## config.mk

```make
export PLATFORM = sky130hd
export DESIGN_NAME = pmw_ctrl
export DESIGN_NICKNAME = d
export VERILOG_FILES = /design/src/rtl/pmw_pkg.sv /design/src/rtl/pmw_ctrl.sv /design/src/rtl/pmw_sync.sv
export SDC_FILE = /design/constraint.sdc
export NUM_CORES = 1
export LEC_CHECK = 0
export ABC_AREA = 1
export BUFFER_PORTS_ARGS = -buffer_cell sky130_fd_sc_hd__buf_2
export CORE_MARGIN = 2
export CORE_UTILIZATION = 57
export CTS_CLUSTER_DIAMETER = 120
export CTS_CLUSTER_SIZE = 25
export DETAILED_ROUTE_END_ITERATION = 8
export PLACE_DENSITY_LB_ADDON = 0.15
export SLEW_MARGIN = 40
export SYNTH_ARGS = -nofsm -noshare
export SYNTH_HDL_FRONTEND = slang
export SYNTH_SLANG_ARGS = --single-unit
export TNS_END_PERCENT = 20
```

## constraint.sdc

```tcl
create_clock -name clock_in -period 5 [get_ports clock_in]
set_input_delay 0.5 -clock clock_in [delete_from_list [all_inputs] [get_ports clock_in]]
set_output_delay 0.5 -clock clock_in [all_outputs]
set_load 0.02 [all_outputs]
```

## src/rtl/pmw_pkg.sv

```systemverilog
// shared constants and types for the power mode and wake-up controller
package pmw_pkg;
    localparam logic [31:0] ADDR_SYSTEM_CONTROL_ZERO = 32'h0000_0000;
    localparam logic [31:0] ADDR_STATUS = 32'h0000_0004;
    localparam logic [31:0] ADDR_WAKE_MASK = 32'h0000_0008;
    localparam logic [31:0] ADDR_COMMAND = 32'h0000_000c;
    localparam logic [31:0] ADDR_CONFIG = 32'h0000_0010;
    localparam int BIT_CLK_SLOW_SEL = 0;
    localparam int BIT_XTAL_LOW_POWER = 1;
    localparam int BIT_STAT_POWER_DOWN = 0;
    localparam int BIT_STAT_EXPIRY = 1;
    localparam int BIT_CMD_HALT = 0;
    localparam int BIT_CMD_CLRWDT = 1;
    localparam int BIT_CFG_WDT_SYS = 2;
    localparam int BIT_CFG_SLOW_RC_OFF = 3;
    localparam logic [1:0] OSC_FAST_XTAL = 2'h0;
    localparam logic [1:0] OSC_EXT_RC = 2'h1;
    localparam logic [1:0] OSC_FAST_RC = 2'h2;
    localparam logic [1:0] OSC_RC_PLUS_XTAL = 2'h3;
    localparam logic [1:0] WDT_SRC_SLOW_RC = 2'h0;
    localparam logic [1:0] WDT_SRC_XTAL = 2'h1;
    localparam logic [1:0] WDT_SRC_SYS = 2'h2;
    localparam logic [7:0] SYS_CTRL_ZERO_RESET = 8'h00;
    localparam logic [7:0] WAKE_MASK_RESET = 8'h00;
    localparam logic [3:0] CONFIG_RESET = 4'h3;
    localparam int CLK_PERIOD_NS = 10;
    localparam int SHORT_STARTUP_DELAY = 2;
    localparam int LONG_STARTUP_DELAY = 128;
    localparam int POWER_ON_WAIT_MS = 100;
    localparam int POWER_ON_WAIT_CYC = POWER_ON_WAIT_MS * 1000000 / CLK_PERIOD_NS;
    localparam logic [1:0] RESP_OKAY = 2'h0;
    localparam logic [1:0] RESP_SLVERR = 2'h2;
    typedef enum logic [4:0] {
        PMW_RUN = 5'h01,
        PMW_IDLE = 5'h02,
        PMW_SLEEP = 5'h04,
        PMW_WAKE = 5'h08,
        PMW_RSTWAIT = 5'h10
    } pmw_state_e;
    typedef struct packed {
        logic fast_rc_run;
        logic slow_xtal_run;
        logic slow_xtal_lp;
        logic slow_rc_run;
        logic sys_slow;
    } pmw_osc_s;
endpackage : pmw_pkg

```

## src/rtl/pmw_ctrl.sv

```systemverilog
// power mode, clock select and wake-up controller with axi4-lite registers
// Overview of operation
// - slow crystal runs quick-start when low-power select is 0, low power when 1.
// - power-on clears the low-power select bit, quick-start first.
// - slow crystal clock stays valid in both low-power settings.
// - slow rc oscillator keeps running in idle and sleep unless disabled.
// - four modes normal, slow, idle, sleep with their oscillator states.
// - slow-select bit picks fast rc or slow crystal as system clock.
// - slow-select only acts in the fast rc plus slow crystal configuration.
// - slow crystal usable only with fast rc, never with crystal or ext rc.
// - halt enters idle if slow crystal runs, else sleep, ignoring slow-select.
// - slow crystal keeps running during idle in the combined configuration.
// - sleep stops the system oscillator and execution, keeping state.
// - halt clears watchdog; it runs on own clocks, stops on system clock.
// - halt sets power-down flag and clears the time-out flag.
// - wake on external reset, port a falling edge, interrupt or watchdog.
// - reset wake is full reset; watchdog wake sets time-out, resets pc/sp.
// - power-down flag cleared by power-up or clear-watchdog, set by halt.
// - enabled port a lines wake on falling edge, resume after halt.
// - disabled or stack-full interrupt wake resumes after halt, stays pending.
// - interrupt already pending before halt does not wake the device.
// - wake delay 2 system clocks with rc, 128 with crystal oscillators.
// - reset wake waits power-on wait plus 128-clock start-up delay.
// - low-power select is bit 1 of system control zero.
// - slow-select is bit 0 of system control zero; 1 stops fast rc.
//
// Implementation choices: the register offsets and the AXI4-Lite interface to the registers.
`timescale 1ns/10ps
module pmw_ctrl
    import pmw_pkg::*;
#(
    parameter int RESET_WAIT_CYC = POWER_ON_WAIT_CYC
) (
    input wire logic clock_in,
    input wire logic rst_b_in,
    input wire logic fast_clk_in,
    input wire logic slow_clk_in,
    input wire logic external_clear_pin_b_in,
    input wire logic [7:0] port_a_in,
    input wire logic [7:0] irq_req_in,
    input wire logic [7:0] irq_enabled_in,
    input wire logic stack_full_in,
    input wire logic wdt_overflow_in,
    input wire logic [31:0] s_axi_awaddr,
    input wire logic s_axi_awvalid,
    output logic s_axi_awready,
    input wire logic [31:0] s_axi_wdata,
    input wire logic [3:0] s_axi_wstrb,
    input wire logic s_axi_wvalid,
    output logic s_axi_wready,
    output logic [1:0] s_axi_bresp,
    output logic s_axi_bvalid,
    input wire logic s_axi_bready,
    input wire logic [31:0] s_axi_araddr,
    input wire logic s_axi_arvalid,
    output logic s_axi_arready,
    output logic [31:0] s_axi_rdata,
    output logic [1:0] s_axi_rresp,
    output logic s_axi_rvalid,
    input wire logic s_axi_rready,
    output pmw_osc_s osc_out,
    output logic sys_clk_out,
    output logic cpu_run_out,
    output logic wdt_clear_out,
    output logic wdt_run_out,
    output logic pc_sp_reset_out,
    output logic full_reset_out,
    output logic irq_service_out
);
    // synchronised pins and oscillator samples
    logic [7:0] pa_s;
    logic [7:0] irq_s;
    logic [3:0] misc_s;
    pmw_sync #(.W(8)) u_sync_pa (
        .clock_in(clock_in), .rst_b_in(rst_b_in), .d_in(port_a_in), .q_out(pa_s));
    pmw_sync #(.W(8)) u_sync_irq (
        .clock_in(clock_in), .rst_b_in(rst_b_in), .d_in(irq_req_in), .q_out(irq_s));
    pmw_sync #(.W(4)) u_sync_misc (
        .clock_in(clock_in), .rst_b_in(rst_b_in),
        .d_in({external_clear_pin_b_in, wdt_overflow_in, fast_clk_in, slow_clk_in}),
        .q_out(misc_s));
    wire logic clr_pin_b = misc_s[3];
    wire logic wdt_ovf = misc_s[2];
    wire logic fast_clk_s = misc_s[1];
    wire logic slow_clk_s = misc_s[0];

    // registers
    logic [7:0] system_control_zero;
    logic [7:0] port_a_wake_mask;
    logic [3:0] osc_config;
    logic power_down_flag;
    logic watchdog_expiry_flag;
    logic [7:0] pa_prev;
    logic [7:0] irq_prev;
    logic [7:0] irq_masked;
    pmw_state_e state;
    logic [31:0] dly;
    logic dly_long;
    logic clk_use_slow;
    logic fast_clk_q;
    logic slow_clk_q;
    logic [7:0] next_system_control_zero;
    logic [7:0] next_port_a_wake_mask;
    logic [3:0] next_osc_config;
    logic next_power_down_flag;
    logic next_watchdog_expiry_flag;
    logic [7:0] next_irq_masked;
    pmw_state_e next_state;
    logic [31:0] next_dly;
    logic next_dly_long;
    logic next_clk_use_slow;
    logic [4:0] next_ctl;

    // config: [1:0] oscillator choice, [2] watchdog on system clock, [3] slow rc off
    wire logic combo_cfg = (osc_config[1:0] == OSC_RC_PLUS_XTAL);
    wire logic is_crystal = (osc_config[1:0] == OSC_FAST_XTAL);
    wire logic xtal_running = combo_cfg;
    wire logic want_slow = combo_cfg && system_control_zero[BIT_CLK_SLOW_SEL];

    // axi4-lite slave, one outstanding write and read
    logic aw_hold;
    logic w_hold;
    logic [31:0] aw_addr;
    logic [31:0] w_data;
    logic [3:0] w_strb;
    wire logic wr_fire = aw_hold && w_hold && !s_axi_bvalid;
    logic [31:0] rd_val;
    logic rd_ok;
    always_comb begin
        rd_ok = 1'b1;
        rd_val = 32'h0000_0000;
        case (s_axi_araddr)
            ADDR_SYSTEM_CONTROL_ZERO: rd_val = {24'h000000, system_control_zero};
            ADDR_STATUS: rd_val = {24'h000000, 1'b0, state, watchdog_expiry_flag,
                power_down_flag};
            ADDR_WAKE_MASK: rd_val = {24'h000000, port_a_wake_mask};
            ADDR_COMMAND: rd_val = 32'h0000_0000;
            ADDR_CONFIG: rd_val = {28'h0000000, osc_config};
            default: rd_ok = 1'b0;
        endcase
    end
    wire logic wr_ok = (aw_addr == ADDR_SYSTEM_CONTROL_ZERO) || (aw_addr == ADDR_STATUS) ||
        (aw_addr == ADDR_WAKE_MASK) || (aw_addr == ADDR_COMMAND) || (aw_addr == ADDR_CONFIG);
    wire logic wr_b0 = wr_fire && w_strb[0];
    wire logic halt_cmd = wr_b0 && (aw_addr == ADDR_COMMAND) && w_data[BIT_CMD_HALT]
        && (state == PMW_RUN);
    wire logic clrwdt_cmd = wr_b0 && (aw_addr == ADDR_COMMAND) && w_data[BIT_CMD_CLRWDT];

    always_ff @(posedge clock_in) begin
        if (!rst_b_in) begin
            aw_hold <= 1'b0;
            w_hold <= 1'b0;
            aw_addr <= 32'h0000_0000;
            w_data <= 32'h0000_0000;
            w_strb <= 4'h0;
            s_axi_awready <= 1'b1;
            s_axi_wready <= 1'b1;
            s_axi_bvalid <= 1'b0;
            s_axi_bresp <= RESP_OKAY;
            s_axi_arready <= 1'b1;
            s_axi_rvalid <= 1'b0;
            s_axi_rresp <= RESP_OKAY;
            s_axi_rdata <= 32'h0000_0000;
        end else begin
            if (s_axi_awvalid && s_axi_awready) begin
                aw_hold <= 1'b1;
                aw_addr <= s_axi_awaddr;
                s_axi_awready <= 1'b0;
            end
            if (s_axi_wvalid && s_axi_wready) begin
                w_hold <= 1'b1;
                w_data <= s_axi_wdata;
                w_strb <= s_axi_wstrb;
                s_axi_wready <= 1'b0;
            end
            if (wr_fire) begin
                s_axi_bvalid <= 1'b1;
                s_axi_bresp <= wr_ok ? RESP_OKAY : RESP_SLVERR;
                aw_hold <= 1'b0;
                w_hold <= 1'b0;
            end
            if (s_axi_bvalid && s_axi_bready) begin
                s_axi_bvalid <= 1'b0;
                s_axi_awready <= 1'b1;
                s_axi_wready <= 1'b1;
            end
            if (s_axi_arvalid && s_axi_arready) begin
                s_axi_arready <= 1'b0;
                s_axi_rvalid <= 1'b1;
                s_axi_rdata <= rd_val;
                s_axi_rresp <= rd_ok ? RESP_OKAY : RESP_SLVERR;
            end
            if (s_axi_rvalid && s_axi_rready) begin
                s_axi_rvalid <= 1'b0;
                s_axi_arready <= 1'b1;
            end
        end
    end

    // wake sources
    wire logic [7:0] pa_fall = pa_prev & ~pa_s & port_a_wake_mask;
    wire logic [7:0] irq_rise = irq_s & ~irq_prev & ~irq_masked;
    wire logic halted = (state == PMW_IDLE) || (state == PMW_SLEEP);
    wire logic wake_evt = halted && ((|pa_fall) || (|irq_rise) || wdt_ovf);

    // mode, flags and control registers
    always_comb begin
        next_system_control_zero = system_control_zero;
        next_port_a_wake_mask = port_a_wake_mask;
        next_osc_config = osc_config;
        next_power_down_flag = power_down_flag;
        next_watchdog_expiry_flag = watchdog_expiry_flag;
        next_irq_masked = irq_masked;
        next_state = state;
        next_dly = dly;
        next_dly_long = dly_long;
        next_ctl = 5'h00;
        if (wr_b0 && aw_addr == ADDR_SYSTEM_CONTROL_ZERO) begin
            next_system_control_zero = w_data[7:0];
        end
        if (wr_b0 && aw_addr == ADDR_WAKE_MASK) begin
            next_port_a_wake_mask = w_data[7:0];
        end
        if (wr_b0 && aw_addr == ADDR_CONFIG) begin
            next_osc_config = w_data[3:0];
        end
        if (clrwdt_cmd) begin
            next_power_down_flag = 1'b0;
            next_ctl[0] = 1'b1;
        end
        case (state)
            PMW_RUN: begin
                if (halt_cmd) begin
                    next_power_down_flag = 1'b1;
                    next_watchdog_expiry_flag = 1'b0;
                    next_irq_masked = irq_s;
                    next_ctl[0] = 1'b1;
                    next_state = xtal_running ? PMW_IDLE : PMW_SLEEP;
                end
            end
            PMW_IDLE, PMW_SLEEP: begin
                if (wake_evt) begin
                    next_dly = (is_crystal ? LONG_STARTUP_DELAY : SHORT_STARTUP_DELAY) - 1;
                    next_dly_long = 1'b0;
                    if (wdt_ovf) begin
                        next_watchdog_expiry_flag = 1'b1;
                        next_ctl[1] = 1'b1;
                    end
                    next_ctl[3] = (|irq_rise) && (|(irq_rise & irq_enabled_in))
                        && !stack_full_in;
                    next_state = PMW_WAKE;
                end
            end
            PMW_WAKE: begin
                if (dly == 32'h0000_0000) begin
                    next_state = PMW_RUN;
                end else begin
                    next_dly = dly - 32'h0000_0001;
                end
            end
            PMW_RSTWAIT: begin
                if (dly == 32'h0000_0000 && !dly_long) begin
                    next_state = PMW_RUN;
                end else if (dly == 32'h0000_0000) begin
                    next_dly = LONG_STARTUP_DELAY - 1;
                    next_dly_long = 1'b0;
                end else begin
                    next_dly = dly - 32'h0000_0001;
                end
            end
            default: next_state = PMW_RUN;
        endcase
        // external reset wins over everything, a full reset with the long wait
        if (!clr_pin_b) begin
            next_ctl[2] = 1'b1;
            next_power_down_flag = 1'b0;
            next_watchdog_expiry_flag = 1'b0;
            next_system_control_zero = SYS_CTRL_ZERO_RESET;
            next_port_a_wake_mask = WAKE_MASK_RESET;
            next_dly = RESET_WAIT_CYC - 1;
            next_dly_long = 1'b1;
            next_state = PMW_RSTWAIT;
        end
    end

    // glitch-free switch: move only while both clocks sit low
    always_comb begin
        next_clk_use_slow = clk_use_slow;
        if (want_slow != clk_use_slow && !fast_clk_q && !slow_clk_q) begin
            next_clk_use_slow = want_slow;
        end
    end

    always_ff @(posedge clock_in) begin
        if (!rst_b_in) begin
            system_control_zero <= SYS_CTRL_ZERO_RESET;
            port_a_wake_mask <= WAKE_MASK_RESET;
            osc_config <= CONFIG_RESET;
            power_down_flag <= 1'b0;
            watchdog_expiry_flag <= 1'b0;
            irq_masked <= 8'h00;
            pa_prev <= 8'hff;
            irq_prev <= 8'h00;
            state <= PMW_RUN;
            dly <= 32'h0000_0000;
            dly_long <= 1'b0;
            clk_use_slow <= 1'b0;
            fast_clk_q <= 1'b0;
            slow_clk_q <= 1'b0;
            osc_out <= '0;
            sys_clk_out <= 1'b0;
            cpu_run_out <= 1'b1;
            wdt_clear_out <= 1'b0;
            wdt_run_out <= 1'b1;
            pc_sp_reset_out <= 1'b0;
            full_reset_out <= 1'b0;
            irq_service_out <= 1'b0;
        end else begin
            system_control_zero <= next_system_control_zero;
            port_a_wake_mask <= next_port_a_wake_mask;
            osc_config <= next_osc_config;
            power_down_flag <= next_power_down_flag;
            watchdog_expiry_flag <= next_watchdog_expiry_flag;
            irq_masked <= next_irq_masked & irq_s;
            pa_prev <= pa_s;
            irq_prev <= irq_s;
            state <= next_state;
            dly <= next_dly;
            dly_long <= next_dly_long;
            clk_use_slow <= next_clk_use_slow;
            fast_clk_q <= fast_clk_s;
            slow_clk_q <= slow_clk_s;
            // fast rc stops in slow mode and when halted
            osc_out.fast_rc_run <= (next_state == PMW_RUN || next_state == PMW_WAKE
                || next_state == PMW_RSTWAIT) && !(combo_cfg && next_clk_use_slow);
            osc_out.slow_xtal_run <= combo_cfg;
            osc_out.slow_xtal_lp <= next_system_control_zero[BIT_XTAL_LOW_POWER];
            osc_out.slow_rc_run <= !next_osc_config[BIT_CFG_SLOW_RC_OFF];
            osc_out.sys_slow <= next_clk_use_slow;
            sys_clk_out <= next_clk_use_slow ? slow_clk_s : fast_clk_s;
            cpu_run_out <= (next_state == PMW_RUN);
            wdt_clear_out <= next_ctl[0] | next_ctl[2];
            wdt_run_out <= !((next_state == PMW_IDLE || next_state == PMW_SLEEP)
                && next_osc_config[BIT_CFG_WDT_SYS]);
            pc_sp_reset_out <= next_ctl[1];
            full_reset_out <= next_ctl[2];
            irq_service_out <= next_ctl[3];
        end
    end

    a_halt_flags: assert property (@(posedge clock_in) disable iff (!rst_b_in)
        halt_cmd && clr_pin_b |=> power_down_flag && !watchdog_expiry_flag)
        else $error("halt did not set power-down and clear time-out");
    a_halt_mode: assert property (@(posedge clock_in) disable iff (!rst_b_in)
        halt_cmd && clr_pin_b |=> (state == (xtal_running ? PMW_IDLE : PMW_SLEEP)))
        else $error("halt entered wrong low power mode");
    a_lp_follows: assert property (@(posedge clock_in) disable iff (!rst_b_in)
        osc_out.slow_xtal_lp == system_control_zero[BIT_XTAL_LOW_POWER])
        else $error("low power select not applied");
    a_short_wake: assert property (@(posedge clock_in) disable iff (!rst_b_in)
        wake_evt && clr_pin_b && !is_crystal ##1 (clr_pin_b && !is_crystal) [*2]
        |=> state == PMW_RUN)
        else $error("rc wake delay wrong");
    a_wdt_wake: assert property (@(posedge clock_in) disable iff (!rst_b_in)
        wake_evt && wdt_ovf && clr_pin_b |=> watchdog_expiry_flag && pc_sp_reset_out)
        else $error("watchdog wake did not set time-out");
    a_slow_ignored: assert property (@(posedge clock_in) disable iff (!rst_b_in)
        !combo_cfg && !clk_use_slow |=> !clk_use_slow)
        else $error("slow select acted outside combined setting");
    a_reset_wait: assert property (@(posedge clock_in) disable iff (!rst_b_in)
        !clr_pin_b |=> state == PMW_RSTWAIT && full_reset_out)
        else $error("reset wake not started");
    a_sleep_stop: assert property (@(posedge clock_in) disable iff (!rst_b_in)
        $past(state) == PMW_SLEEP && state == PMW_SLEEP |-> !cpu_run_out && !osc_out.fast_rc_run)
        else $error("sleep left execution running");
endmodule : pmw_ctrl

```

## src/rtl/pmw_sync.sv

```systemverilog
// two flip-flop level synchroniser
`timescale 1ns/10ps
module pmw_sync #(
    parameter int W = 1
) (
    input wire logic clock_in,
    input wire logic rst_b_in,
    input wire logic [W-1:0] d_in,
    output logic [W-1:0] q_out
);
    logic [W-1:0] stage1;
    logic [W-1:0] next_stage1;
    logic [W-1:0] next_q;
    always_comb begin
        next_stage1 = d_in;
        next_q = stage1;
    end
    always_ff @(posedge clock_in) begin
        if (!rst_b_in) begin
            stage1 <= '1;
            q_out <= '1;
        end else begin
            stage1 <= next_stage1;
            q_out <= next_q;
        end
    end
endmodule : pmw_sync

```

Yosys cells after proc, flatten, opt, wreduce, memory -nomap -nowiden
Cells that the tools add are included.

cells by class
  $add $sub $neg = 2
  reduce and logical (&&, ||, !) cells = 63
  equality and inequality tests = 31
  mux-type cells = 40
  bitwise gates (word level) = 11

operators with widths
  kind                     number
  $eq A32 B4 Y1 const B    4
  $mux W32                 4
  $logic_not A32 Y1        3
  $pmux W32 S3             1
  $eq A32 B3 Y1 const B    2
  $eq A32 B5 Y1 const B    2
  $and A8 B8 Y8            6
  $pmux W8 S4              1
  $sub A32 B1 Y32 const B  1
  $logic_and A1 B1 Y1      25
  $mux W5                  5
  $mux W24                 1
  $mux W8                  3
  $not A8 Y8               3
  $reduce_or A8 Y1         3
  $pmux W5 S4              1
  $mux W1                  18
  $reduce_and A4 Y1        4
  $ne A3 B3 Y1 const B     5
  $eq A5 B1 Y1 const B     2
  $eq A5 B2 Y1 const B     2
  $eq A5 B3 Y1 const B     2
  $eq A5 B4 Y1 const B     2
  $eq A5 B5 Y1 const B     2
  other kinds (21)         45

storage, ports and cells
  output and inout port bits = 53
  logic and storage cells = 193
  register bits after elaboration = 221

Longest topological paths before layout
Gate-level depths: netlist of run 1.

  word-level depth = 14
  depth in mapped cells = 14

Cells and area by module
A second synthesis of run 1 with hierarchy kept.

unflattened totals
  cell total of the unflattened synthesis = 1,232
  area total of the unflattened synthesis = 8,673.3 um2

by module, submodules not included
  module                      instances  seq. area each (um2)  area an instance (um2)  cells an instance
  pmw_ctrl                    1          3,103.0               7,489.7                 1,107
  pmw_sync at u_sync_irq ...  2          320.3                 479.2                   50
  pmw_sync at u_sync_misc     1          160.2                 225.2                   25

Worst setup path before layout of run 1
OpenSTA, ideal clock, no wires.

  path kind = reg2reg
  start = register dly[0]
  end = register wdt_run_out
  data arrival time = 1.563 ns
  setup slack = 3.320 ns
  library setup time = 0.117 ns
  stages on the path, launching flop included = 13
  buffers on the path = 1
  data required time = 4.883 ns
  period minus slack after synthesis = 1.680 ns
  path through = dfxtp_1 -> inv_1 -> ha_1 -> nand3_1 -> nor2_1 -> nand3_1 -> nor2_1 -> nand2_2 -> nand3_4 -> nand2_2 -> buf_6 -> a21oi_2 -> nand2_1

on the way
  longest elaborated chain between the ends = 9
  elaborated cells on any way between the ends = 11

ends and longest elaborated chain
  what                                          line                              source
  from (decl)                                   pmw_ctrl.sv:97                    logic [31:0] dly;
  from (signal assigned)                        pmw_ctrl.sv:328                   dly <= next_dly;
  $logic_not A32 Y1 *                           pmw_ctrl.sv:255, pmw_ctrl.sv:262
  $logic_and A1 B1 Y1                           pmw_ctrl.sv:262                   if (dly == 32'h0000_0000 && !dly_long) begin
  $mux W5                                       pmw_ctrl.sv:262
  $pmux W5 S4 *                                 pmw_ctrl.sv:231                   case (state)
  $mux W5 *                                     pmw_ctrl.sv:274                   if (!clr_pin_b) begin
  $eq A5 B2 Y1 or $eq A5 B3 Y1 (tied branches)  pmw_ctrl.sv:343                   wdt_run_out <= !((next_state == PMW_IDLE || next_state == PMW_SLEEP)
  $logic_or A1 B1 Y1 *                          pmw_ctrl.sv:343
  $logic_and A1 B1 Y1 *                         pmw_ctrl.sv:344                   && next_osc_config[BIT_CFG_WDT_SYS]);
  $logic_not A1 Y1 *                            pmw_ctrl.sv:343
  to (signal assigned)                          pmw_ctrl.sv:343
  to (decl)                                     pmw_ctrl.sv:65                    output logic wdt_run_out,

Mark *: on every way between the ends. The rest lies on a longest branch, timed or not.
A chain may end at the register's enable or synchronous reset.

Final worst setup path of run 1
  start = register state[1]
  end = register dly[5]

on the way
  longest elaborated chain between the ends = 5
  elaborated cells on any way between the ends = 14

ends and longest elaborated chain
  what                                          line                              source
  from (decl)                                   pmw_ctrl.sv:96                    pmw_state_e state;
  from (signal assigned)                        pmw_ctrl.sv:327                   state <= next_state;
  $eq A5 B2 Y1 or $eq A5 B3 Y1 (tied branches)  pmw_ctrl.sv:203, pmw_ctrl.sv:231
  $logic_or A1 B1 Y1                            pmw_ctrl.sv:203                   wire logic halted = (state == PMW_IDLE) || (state == PMW_SLEEP);
  $logic_and A1 B1 Y1                           pmw_ctrl.sv:204                   wire logic wake_evt = halted && ((|pa_fall) || (|irq_rise) || wdt_ovf);
  $ne A3 B3 Y1 (no source line)                 -
  $reduce_and A4 Y1 (no source line)            -

Parallel ways exist; a longest one is shown, timed or not.

==> flow_summary_export.csv, run 1 <==
group,metric,value,unit
cts,holdBufCountCts,0,
die,die_h,127,microns
layout,finalNetCount,1450,
cts,worstSkewPairLatency,0.44,ns
timing,finalSetupTns,0,ns
cts,cts.repair_timing.setup_buffer_count,0,
routing,detailedRoute.firstPassIterationCount,5,
cts,h-tree-depth,4,
layout,layout.cells.most_common,"sky130_fd_sc_hd__nand2_1",
grt,grt_use_total,25.0,%
die,number_of_placement_rows,44,
routing,drt-initial-drc-count,538,
timing,setup_repair_after_global_routing_missed_its_margin,"false",
layout,reg_top3,"aw_addr (32), dly (32)",
die,pin_count,189,
routing,num_vias,7635,
grt,number_of_antenna_violations_at_the_first_check_in_global_routing,0,
worst_setup_path,crit_path_frequent_cell,"sky130_fd_sc_hd__nand2_4",
grt,via_count_of_the_first_global_routing_pass,7117,
layout,fin_util,67.5,%
grt,grt_overflow,0,
routing,drc,0,
power_and_ir_drop,pwr_density_cell,350,nW/um^2
timing,timing.final.max_slew_violations,0,
power_and_ir_drop,vdd.ir_drop.worst,0.266,mV
worst_setup_path,critPathBufInv,1,
timing,highest_clock_rate,0.426,GHz
placed_design,routabilityCongestion,0.915,
grt,grt_max_degree,70,
layout,number_of_fill_cells_in_the_layout,1337,
synth,async_reset_ff_share,0,%
timing,layout_worst_path_cycle_share,47.0,%
worst_setup_path,crit_fanout,28,
routing,vias_per_cell,5.06,
placed_design,dpl.hpwl,14000,microns
timing,final-setup-viol-count,0,
layout,area.growth.synth_to_final,14.8,%
power_and_ir_drop,p_leak,4.69,nW
timing,timing.clock.skew,0.0114,ns
synth,postSynthCellCount,1195,
cts,post_cts_resize_count,0,
synth,synthFlopType,"sky130_fd_sc_hd__dfxtp_1",
worst_setup_path,timing.critical_path.max_delay_family,"simple AND/OR/NAND/NOR gates",
worst_setup_path,critPathMaxStageDelay,0.39,ns
run_status,run_status,"complete, no violations",
synth,number_of_flops_mapped_to_enable_cells_by_yosys,0,
synth,synth_area,8610,sq um
layout,layout_common_cells,"sky130_fd_sc_hd__nand2_1 (230), sky130_fd_sc_hd__nor2_1 (222), sky130_fd_sc_hd__dfxtp_1 (195), sky130_fd_sc_hd__buf_2 (135), sky130_fd_sc_hd__inv_1 (110)",
layout,layout-drive-gt1-share,18.0,%
worst_setup_path,crit_type,"flop to flop",
timing,fin_hold_ws,0.219,ns
timing,layout_setup_ws,2.65,ns
worst_setup_path,timing.critical_path.cells,"nor2_2, nand4_2, nand2_4, inv_2, nand2_4, nand2_4, nor2_8, nand2_1, a21oi_1, nor2_1",
synth,share_of_synthesized_area_occupied_by_flip_flops_and_latches,45.3,%
synth,synth_area_per_cell,7.20,sq um
worst_setup_path,crit_arrival,2.68,ns
synth,ff_latch_count_synth,195,
cts,clock_edge_transition_at_the_registers_on_the_reported_setup_and_hold_paths,0.08,ns
placed_design,place_ws,2.68,ns
layout,n_antenna_cell,0,
worst_setup_path,slowest_stage,"sky130_fd_sc_hd__dfxtp_1",
die,floorplan.initialDensity,58.8,%
cts,cts_num_sinks,195,
routing,wl,19500,microns
timing,max_slew.worst_pin.slew,0.764,ns
cts,cts-root-to-sink-buffers,2,
worst_setup_path,cp-end-kind,"flop",
synth,yosys_warnings,0,
worst_setup_path,worstPathRequired,5.33,ns
cts,numCtsBuffers,17,
die,die_width,127,microns
die,coreArea,14600,sq um
timing,slew-limit-headroom,48.6,%
placed_design,portBuffers,135,
routing,wl_per_cell,12.9,microns
grt,wire_length_of_the_first_global_routing_pass,32800,microns
min_path,min_path_type,"input port to flop",
synth,synthDistinctLibCells,49,
timing,finalCriticalPeriod,2.35,ns
timing,final-hold-violation-count,0,
die,die-area,16100,sq um
worst_setup_path,worstSetupStartpointType,"flop",
cts,cts_tree,"done",
routing,ant_nets,0,
job,max_cap_viol,0,
cts,cts-root-buf,"sky130_fd_sc_hd__clkbuf_16",
==> cell usage after synthesis, types with 4 or more instances <==
cell	number	share of area [%]
sky130_fd_sc_hd__a211oi_1	10	0.87
sky130_fd_sc_hd__a21oi_1	62	3.6
sky130_fd_sc_hd__buf_4	31	2.7
sky130_fd_sc_hd__clkbuf_1	29	1.3
sky130_fd_sc_hd__dfxtp_1	195	45
sky130_fd_sc_hd__inv_1	112	4.9
sky130_fd_sc_hd__nand2_1	231	10
sky130_fd_sc_hd__nand3_1	73	4.2
sky130_fd_sc_hd__nand3b_1	7	0.61
sky130_fd_sc_hd__nand4_1	18	1.3
sky130_fd_sc_hd__nor2_1	222	9.7
sky130_fd_sc_hd__nor3_1	21	1.2
sky130_fd_sc_hd__nor4_1	4	0.29
sky130_fd_sc_hd__o21ai_0	61	3.5
sky130_fd_sc_hd__o21ai_1	14	0.81
sky130_fd_sc_hd__or2_2	44	3.2
sky130_fd_sc_hd__xor2_1	14	1.4
==> area by class of cell <==
cell class / instances / area, sq um / share of cell area, %
Inverter: 116 / 438 / 4.43
Sequential cell: 195 / 3900 / 39.5
Clock inverter: 13 / 178 / 1.80
Timing Repair Buffer: 137 / 691 / 6.99
Multi-Input combinational cell: 845 / 4000 / 40.5
Clock buffer: 19 / 443 / 4.48
Tap cell: 184 / 230 / 2.33
==> metal layers <==
layer | GRT usage [%] | up-vias | wire length, microns | part of all wire (%)
met5 | 0 | - | 0 | 0
met4 | 6.79 | 0 | 218 | 1.1
met3 | 6.16 | 17 | 947 | 4.9
met2 | 41.7 | 204 | 9290 | 48
met1 | 32.6 | 3402 | 9000 | 46
li1 | - | 4012 | - | -
==> report_power, final <==
| part | internal, W | total [W] | switching (W) |
|---|---|---|---|
| Clock | 0.000738 | 0.00139 | 0.000654 |
| Sequential | 0.00162 | 0.00165 | 0.0000340 |
| Combinational | 0.000143 | 0.000411 | 0.000268 |
| Total | 0.00250 | 0.00346 | 0.000956 |
==> path summary, 6_finish.rpt <==
kind                                   from                            end  slack, ns  cells after the start
min reg2reg  u_sync_pa.next_q[3]$_SDFF_PN1_  u_sync_pa.q_out[3]$_SDFF_PN1_       0.41                      1
max reg2reg             state[1]$_SDFF_PN0_            dly[5]$_SDFFE_PN0P_       2.65                     10
min                           stack_full_in     irq_service_out$_SDFF_PN0_       0.22                      2
max                     state[1]$_SDFF_PN0_            dly[5]$_SDFFE_PN0P_       2.65                     10
==> logic make-up (layout without fill, tap and decap cells) <==
logic type	after synthesis	count (layout)	share of synthesized area, %
and+or+nand+nor	643	643	33.5
xor gates and xnor gates	15	15	1.53
buffers and inverters	180	285	9.40
adders and majority gates	2	2	0.291
other	1	26	0.0436
AOI/OAI and AO/OA	159	159	9.90
DFF	195	195	45.3
==> per-stage QoR <==
stage                     cells  power (W)  instance area, sq um
after floorplan            1220    0.00199                  8700
after global placement     1477    0.00209                  9250
after detailed placement   1477    0.00210                  9260
after CTS                  1509    0.00348                  9880
after global routing       1509    0.00361                  9880
final                      1509    0.00346                  9880
Note: power is estimated with default switching activity, not from simulation.
==> run 2: changes to the inputs <==
--- a/config.mk
+++ b/config.mk
@@ -8,7 +8,7 @@
 export ABC_AREA = 1
 export BUFFER_PORTS_ARGS = -buffer_cell sky130_fd_sc_hd__buf_2
 export CORE_MARGIN = 2
-export CORE_UTILIZATION = 57
+export CORE_UTILIZATION = 49
 export CTS_CLUSTER_DIAMETER = 120
 export CTS_CLUSTER_SIZE = 25
 export DETAILED_ROUTE_END_ITERATION = 8
==> constraint.sdc (replaced) <==
create_clock -name clock_in -period 1.9 [get_ports clock_in]
set_input_delay 0.19 -clock clock_in [delete_from_list [all_inputs] [get_ports clock_in]]
set_output_delay 0.19 -clock clock_in [all_outputs]
set_load 0.02 [all_outputs]
==> run 2 against run 1 <==
Compared with the run above:
- clock power increased to 2.7 times the previous value
- count of clock-buffer cells in the layout decreased by 2
- fmax increased by 31%
- worst hold slack got worse by 0.22 ns
- cell area increased by 10%
- flip-flop and latch count unchanged
- largest power group unchanged
==> flow_summary_export.csv, run 2 (synthesized netlist as in run 1, its figures left out) <==
group,metric,value,unit
run_status,run_status,"complete, no violations",
routing,detailedRoute.firstPassIterationCount,5,
worst_setup_path,slowest_stage,"sky130_fd_sc_hd__dfxtp_1",
worst_setup_path,worstSetupStartpointType,"flop",
die,die-area,18600,sq um
power_and_ir_drop,vdd.ir_drop.worst,0.726,mV
grt,grt_use_total,22.8,%
timing,finalSetupTns,0,ns
timing,setup_repair_after_global_routing_missed_its_margin,"true",
grt,number_of_antenna_violations_at_the_first_check_in_global_routing,0,
timing,max_slew.worst_pin.slew,0.542,ns
cts,numCtsBuffers,17,
grt,via_count_of_the_first_global_routing_pass,7258,
die,die_width,137,microns
cts,cts-root-to-sink-buffers,2,
worst_setup_path,crit_path_frequent_cell,"sky130_fd_sc_hd__nand2_1",
placed_design,routabilityCongestion,0.916,
timing,highest_clock_rate,0.560,GHz
worst_setup_path,timing.critical_path.max_delay_family,"simple AND/OR/NAND/NOR gates",
worst_setup_path,critPathMaxStageDelay,0.33,ns
power_and_ir_drop,finalPower,0.00942,W
routing,wl,20800,microns
timing,timing.final.max_slew_violations,0,
routing,ant_nets,0,
die,coreArea,17200,sq um
min_path,min_path_type,"input port to flop",
cts,cts_num_sinks,195,
timing,layout_worst_path_cycle_share,94.0,%
layout,layout_common_cells,"sky130_fd_sc_hd__nand2_1 (228), sky130_fd_sc_hd__nor2_1 (205), sky130_fd_sc_hd__dfxtp_1 (193), sky130_fd_sc_hd__buf_2 (135), sky130_fd_sc_hd__inv_1 (106)",
cts,h-tree-depth,4,
die,pin_count,189,
layout,layout-drive-gt1-share,23.6,%
grt,grt_overflow,0,
worst_setup_path,worstPathRequired,2.23,ns
worst_setup_path,reg2regPathDepth,13,
worst_setup_path,critPathBufInv,1,
timing,final-hold-violation-count,0,
layout,reg_top3,"aw_addr (32), dly (32)",
cts,clock_edge_transition_at_the_registers_on_the_reported_setup_and_hold_paths,0.08,ns
timing,timing.clock.skew,0.0108,ns
routing,vias_per_cell,4.82,
cts,cts-root-buf,"sky130_fd_sc_hd__clkbuf_16",
timing,slew-limit-headroom,63.9,%
die,number_of_placement_rows,48,
routing,drc,0,
layout,n_antenna_cell,0,
power_and_ir_drop,p_leak,5.14,nW
layout,layout.cells.most_common,"sky130_fd_sc_hd__nand2_1",
min_path,min_delay_path_depth,3,
grt,grt_max_degree,64,
grt,wire_length_of_the_first_global_routing_pass,33800,microns
routing,wl_per_cell,12.7,microns
worst_setup_path,crit_fanout,17,
routing,drt-initial-drc-count,385,
routing,num_vias,7924,
layout,finalNetCount,1543,
worst_setup_path,cp-end-kind,"flop",
worst_setup_path,crit_arrival,2.11,ns
timing,finalCriticalPeriod,1.79,ns
placed_design,portBuffers,135,
job,max_cap_viol,0,
die,floorplan.initialDensity,49.9,%
die,die_h,137,microns
cts,worstSkewPairLatency,0.44,ns
power_and_ir_drop,pwr_density_cell,867,nW/um^2
timing,final-setup-viol-count,0,
worst_setup_path,crit_type,"flop to flop",
worst_setup_path,timing.critical_path.cells,"nor2_1, nand2_1, nor2_2, nand3_1, nor2_2, nand2_2, nand2_4, nor2_8, buf_12, nand2_1, nand2_1, nand2_1, nor2_1",
layout,area.growth.synth_to_final,26.2,%
cts,cts_tree,"done",
layout,fin_util,63.1,%
placed_design,dpl.hpwl,15200,microns
worst_setup_path,crit_path_cell_count,13,
-- run 2: cell type report --
type	instances	area, sq um
Clock buffer	17	425
Clock inverter	15	210
Fill cell	1585	6370
Inverter	116	440
Multi-Input combinational cell	845	4130
Sequential cell	195	3910
Tap cell	225	282
Timing Repair Buffer	230	1480
-- run 2: worst paths after layout --
path	start	to	slack, ns
max reg2reg	dly[25]$_SDFFE_PN0P_	dly[31]$_SDFFE_PN0P_	0.11
min reg2reg	u_sync_pa.next_q[5]$_SDFF_PN1_	u_sync_pa.q_out[5]$_SDFF_PN1_	0.42
max	dly[25]$_SDFFE_PN0P_	dly[31]$_SDFFE_PN0P_	0.11
min	s_axi_awaddr[22]	aw_addr[22]$_SDFFE_PN0P_	0.004
-- run 2: repair_timing --
action | 4_1_cts | 5_1_grt
buffers inserted | 0 | 1
gates cloned | 0 | 0
endpoints found under the setup margin | 6 | 49
pin swaps | 0 | 2
gates resized for setup | 1 | 47
endpoints found under the hold margin | 31 | 0
hold buffers | 31 | 0
-- run 2: power by group --
group	leakage [nW]	switching, W	total (W)	internal [W]
Clock	0.308	0.00193	0.00379	0.00186
Combinational	3.23	0.000765	0.00128	0.000518
Sequential	1.60	0.0000873	0.00435	0.00426
Total	5.14	0.00278	0.00942	0.00664
-- run 2: per-layer routing --
layer / track usage, % / wire, microns
met5: 0 / 0
met4: 4.80 / 170
met3: 4.48 / 971
met2: 38.0 / 9720
met1: 30.6 / 9950
-- run 2: tightest hold or removal path, stage by stage --
cell and delay (ns):
sky130_fd_sc_hd__buf_2 0.07, sky130_fd_sc_hd__o21ai_0 0.07, sky130_fd_sc_hd__nor2_1 0.08
-- run 2: per-stage QoR --
stage / cells / instance area [sq um] / hold WS (ns) / setup WS (ns)
detailed placement: 1579 / 9770 / 0.360 / 0.00327
global placement: 1579 / 9770 / 0.361 / 0.0587
floorplan: 1220 / 8700 / 0.267 / 0.220
finish: 1643 / 10900 / 0.00402 / 0.113
CTS: 1642 / 10700 / 0.000434 / 0.0136
global route: 1643 / 10900 / 0.00862 / -0.00713
==> run 3: changes to the inputs <==
--- a/config.mk
+++ b/config.mk
@@ -8,7 +8,7 @@
 export ABC_AREA = 1
 export BUFFER_PORTS_ARGS = -buffer_cell sky130_fd_sc_hd__buf_2
 export CORE_MARGIN = 2
-export CORE_UTILIZATION = 49
+export CORE_UTILIZATION = 40
 export CTS_CLUSTER_DIAMETER = 120
 export CTS_CLUSTER_SIZE = 25
 export DETAILED_ROUTE_END_ITERATION = 8
==> run 3 against run 2 <==
Compared with the run above:
- cell count rose by 5.6%
- cell area rose by 4.0%
- largest cell class unchanged
- critical path type unchanged
- count of clock-buffer cells in the layout did not move
- critical endpoint unchanged
- flip-flop and latch count did not move
- routed wire length rose by 7.3%
==> flow_summary_export.csv, run 3 (synthesized netlist as in run 1, its figures left out) <==
group,metric,value,unit
cts,cts-root-buf,"sky130_fd_sc_hd__clkbuf_16",
timing,slew-limit-headroom,66.1,%
timing,layout_worst_path_cycle_share,93.7,%
layout,finalNetCount,1585,
worst_setup_path,slowest_stage,"sky130_fd_sc_hd__dfxtp_1",
layout,layout-drive-gt1-share,25.3,%
min_path,min_path_type,"input port to flop",
worst_setup_path,reg2regPathDepth,14,
worst_setup_path,crit_fanout,6,
grt,via_count_of_the_first_global_routing_pass,7418,
worst_setup_path,worst_setup_path_startpoint,"dly[0]$_SDFFE_PN0P_",
routing,wl,22300,microns
timing,setup_repair_after_global_routing_missed_its_margin,"true",
grt,wire_length_of_the_first_global_routing_pass,35700,microns
placed_design,portBuffers,135,
power_and_ir_drop,sequential_cell_fraction_of_total_power,46.1,%
cts,cts_tree,"done",
die,pin_count,189,
worst_setup_path,worstPathRequired,2.24,ns
power_and_ir_drop,power_dissipated_by_switching_net_loads,0.00277,W
timing,timing.clock.skew,0.0160,ns
worst_setup_path,worstSetupStartpointType,"flop",
cts,numCtsBuffers,17,
power_and_ir_drop,vdd.ir_drop.worst,0.524,mV
cts,worstSkewPairLatency,0.45,ns
die,floorplan.initialDensity,40.8,%
routing,drc,0,
layout,area.growth.synth_to_final,31.3,%
routing,detailedRoute.firstPassIterationCount,5,
timing,finalCriticalPeriod,1.78,ns
timing,max_slew.worst_pin.slew,0.508,ns
power_and_ir_drop,p_leak,5.33,nW
job,max_cap_viol,0,
worst_setup_path,cp-end-kind,"flop",
layout,layout_common_cells,"sky130_fd_sc_hd__nand2_1 (228), sky130_fd_sc_hd__nor2_1 (199), sky130_fd_sc_hd__dfxtp_1 (190), sky130_fd_sc_hd__buf_2 (135), sky130_fd_sc_hd__inv_1 (105)",
die,die_h,151,microns
die,die-area,22700,sq um
routing,vias_per_cell,4.68,
grt,number_of_antenna_violations_at_the_first_check_in_global_routing,0,
grt,grt_use_total,20.1,%
placed_design,routabilityCongestion,0.884,
cts,clock_edge_transition_at_the_registers_on_the_reported_setup_and_hold_paths,0.08,ns
die,number_of_placement_rows,53,
worst_setup_path,timing.critical_path.cells,"inv_2, ha_2, nand3_1, nor2_2, nand3_1, nor2_2, nand2_2, nand2_4, nor2_8, buf_4, nand2_1, nand2_1, nand2_1, nor2_1",
power_and_ir_drop,switching_share,29.4,%
timing,final-hold-violation-count,0,
worst_setup_path,r2r-end,"dly[31]$_SDFFE_PN0P_",
die,coreArea,21100,sq um
placed_design,place_ws,0.0126,ns
power_and_ir_drop,pwr_density_cell,833,nW/um^2
timing,highest_clock_rate,0.561,GHz
grt,grt_max_degree,44,
worst_setup_path,critPathMaxStageDelay,0.32,ns
cts,cts_num_sinks,195,
min_path,min_delay_path_depth,3,
routing,wl_per_cell,12.9,microns
run_status,run_status,"complete, no violations",
layout,number_of_fill_cells_in_the_layout,2068,
timing,final-setup-viol-count,0,
placed_design,dpl.hpwl,16300,microns
routing,num_vias,8124,
timing,layout_setup_ws,0.119,ns
cts,cts-root-to-sink-buffers,2,
worst_setup_path,crit_path_frequent_cell,"sky130_fd_sc_hd__nand2_1",
power_and_ir_drop,comb_power_share,14.4,%
cts,h-tree-depth,4,
layout,layout.cells.most_common,"sky130_fd_sc_hd__nand2_1",
routing,ant_nets,0,
worst_setup_path,r2r_slack,0.12,ns
timing,fin_hold_ws,0.0174,ns
layout,reg_top3,"aw_addr (32), dly (32)",
worst_setup_path,setup.worst_path.end,"dly[31]$_SDFFE_PN0P_",
routing,drt-initial-drc-count,316,
worst_setup_path,crit_arrival,2.12,ns
power_and_ir_drop,pwr-share-clk,39.4,%
grt,grt_overflow,0,
worst_setup_path,worst_r2r_startpoint,"dly[0]$_SDFFE_PN0P_",
die,die_width,151,microns
timing,timing.final.max_slew_violations,0,
power_and_ir_drop,cell_internal_power,0.00665,W
layout,n_antenna_cell,0,
worst_setup_path,crit_type,"flop to flop",
-- run 3: changes by cell type in the layout (fill, tap and decap cells not counted), sizes merged --
cell and delta:
buf +26, clkinv +3, clkinvlp +2, dlygate4sd3 +15, inv -5, nor2 +1
-- run 3: final cells by class --
class	instances	area, sq um	area share [%]
clock buffers	17	425	3.76
clock inverters	15	199	1.76
inverters	116	439	3.88
multi-input cells	846	4150	36.7
flip-flops and latches	195	3910	34.6
well taps	275	344	3.04
repair buffers	271	1840	16.3
-- run 3: what timing repair did --
item / 4_1_cts / 5_1_grt
gates cloned: 0 / 1
setup buffers: 0 / 8
hold buffers: 46 / 0
pin swaps: 0 / 10
endpoints found under the setup margin: 18 / 51
gates resized for setup: 5 / 50
endpoints found under the hold margin: 46 / 0
-- run 3: how the worst min path moves through the flow --
| stage | startpoint | end |
|---|---|---|
| after floorplan | stack_full_in | irq_service_out$_SDFF_PN0_ |
| after global placement | stack_full_in | irq_service_out$_SDFF_PN0_ |
| after detailed placement | stack_full_in | irq_service_out$_SDFF_PN0_ |
| after CTS | s_axi_awaddr[8] | aw_addr[8]$_SDFFE_PN0P_ |
| after global routing | s_axi_awaddr[7] | aw_addr[7]$_SDFFE_PN0P_ |
| final | s_axi_wdata[2] | w_data[2]$_SDFFE_PN0P_ |
-- run 3: through the flow --
stage,cell area [sq um],util (%),TNS (ns),cells,power (W)
floorplan,8700,-,0,1220,0.00524
detailed placement,10000,47.4,0,1649,0.00568
finish,11300,53.6,0,1735,0.00942
CTS,11100,52.6,0,1727,0.00948
global placement,10000,47.4,0,1649,0.00567
global route,11300,53.6,-0.200,1735,0.00987
-- run 3: power groups by stage --
stage | logic [W] | registers (W) | clock network, W
global placement | 0.00123 | 0.00444 | 0
global route | 0.00153 | 0.00437 | 0.00397
CTS | 0.00132 | 0.00434 | 0.00382
floorplan | 0.000793 | 0.00445 | 0
finish | 0.00136 | 0.00435 | 0.00371
detailed placement | 0.00124 | 0.00444 | 0
-- run 3: critical path: cells and delay by family (launching register included) --
family,cells,cell delay (ns)
and+or+nand+nor,11,0.97
DFF,1,0.32
buffers and inverters,2,0.21
adders and majority gates,1,0.19
-- run 3: metal layers --
layer  GRT usage (%)  wire length [microns]  up-vias
li1                -                      -     4280
met1            26.2                  10600     3647
met2            33.3                  10500      169
met3            4.64                    927       28
met4            5.42                    367        0
met5               0                      0        -
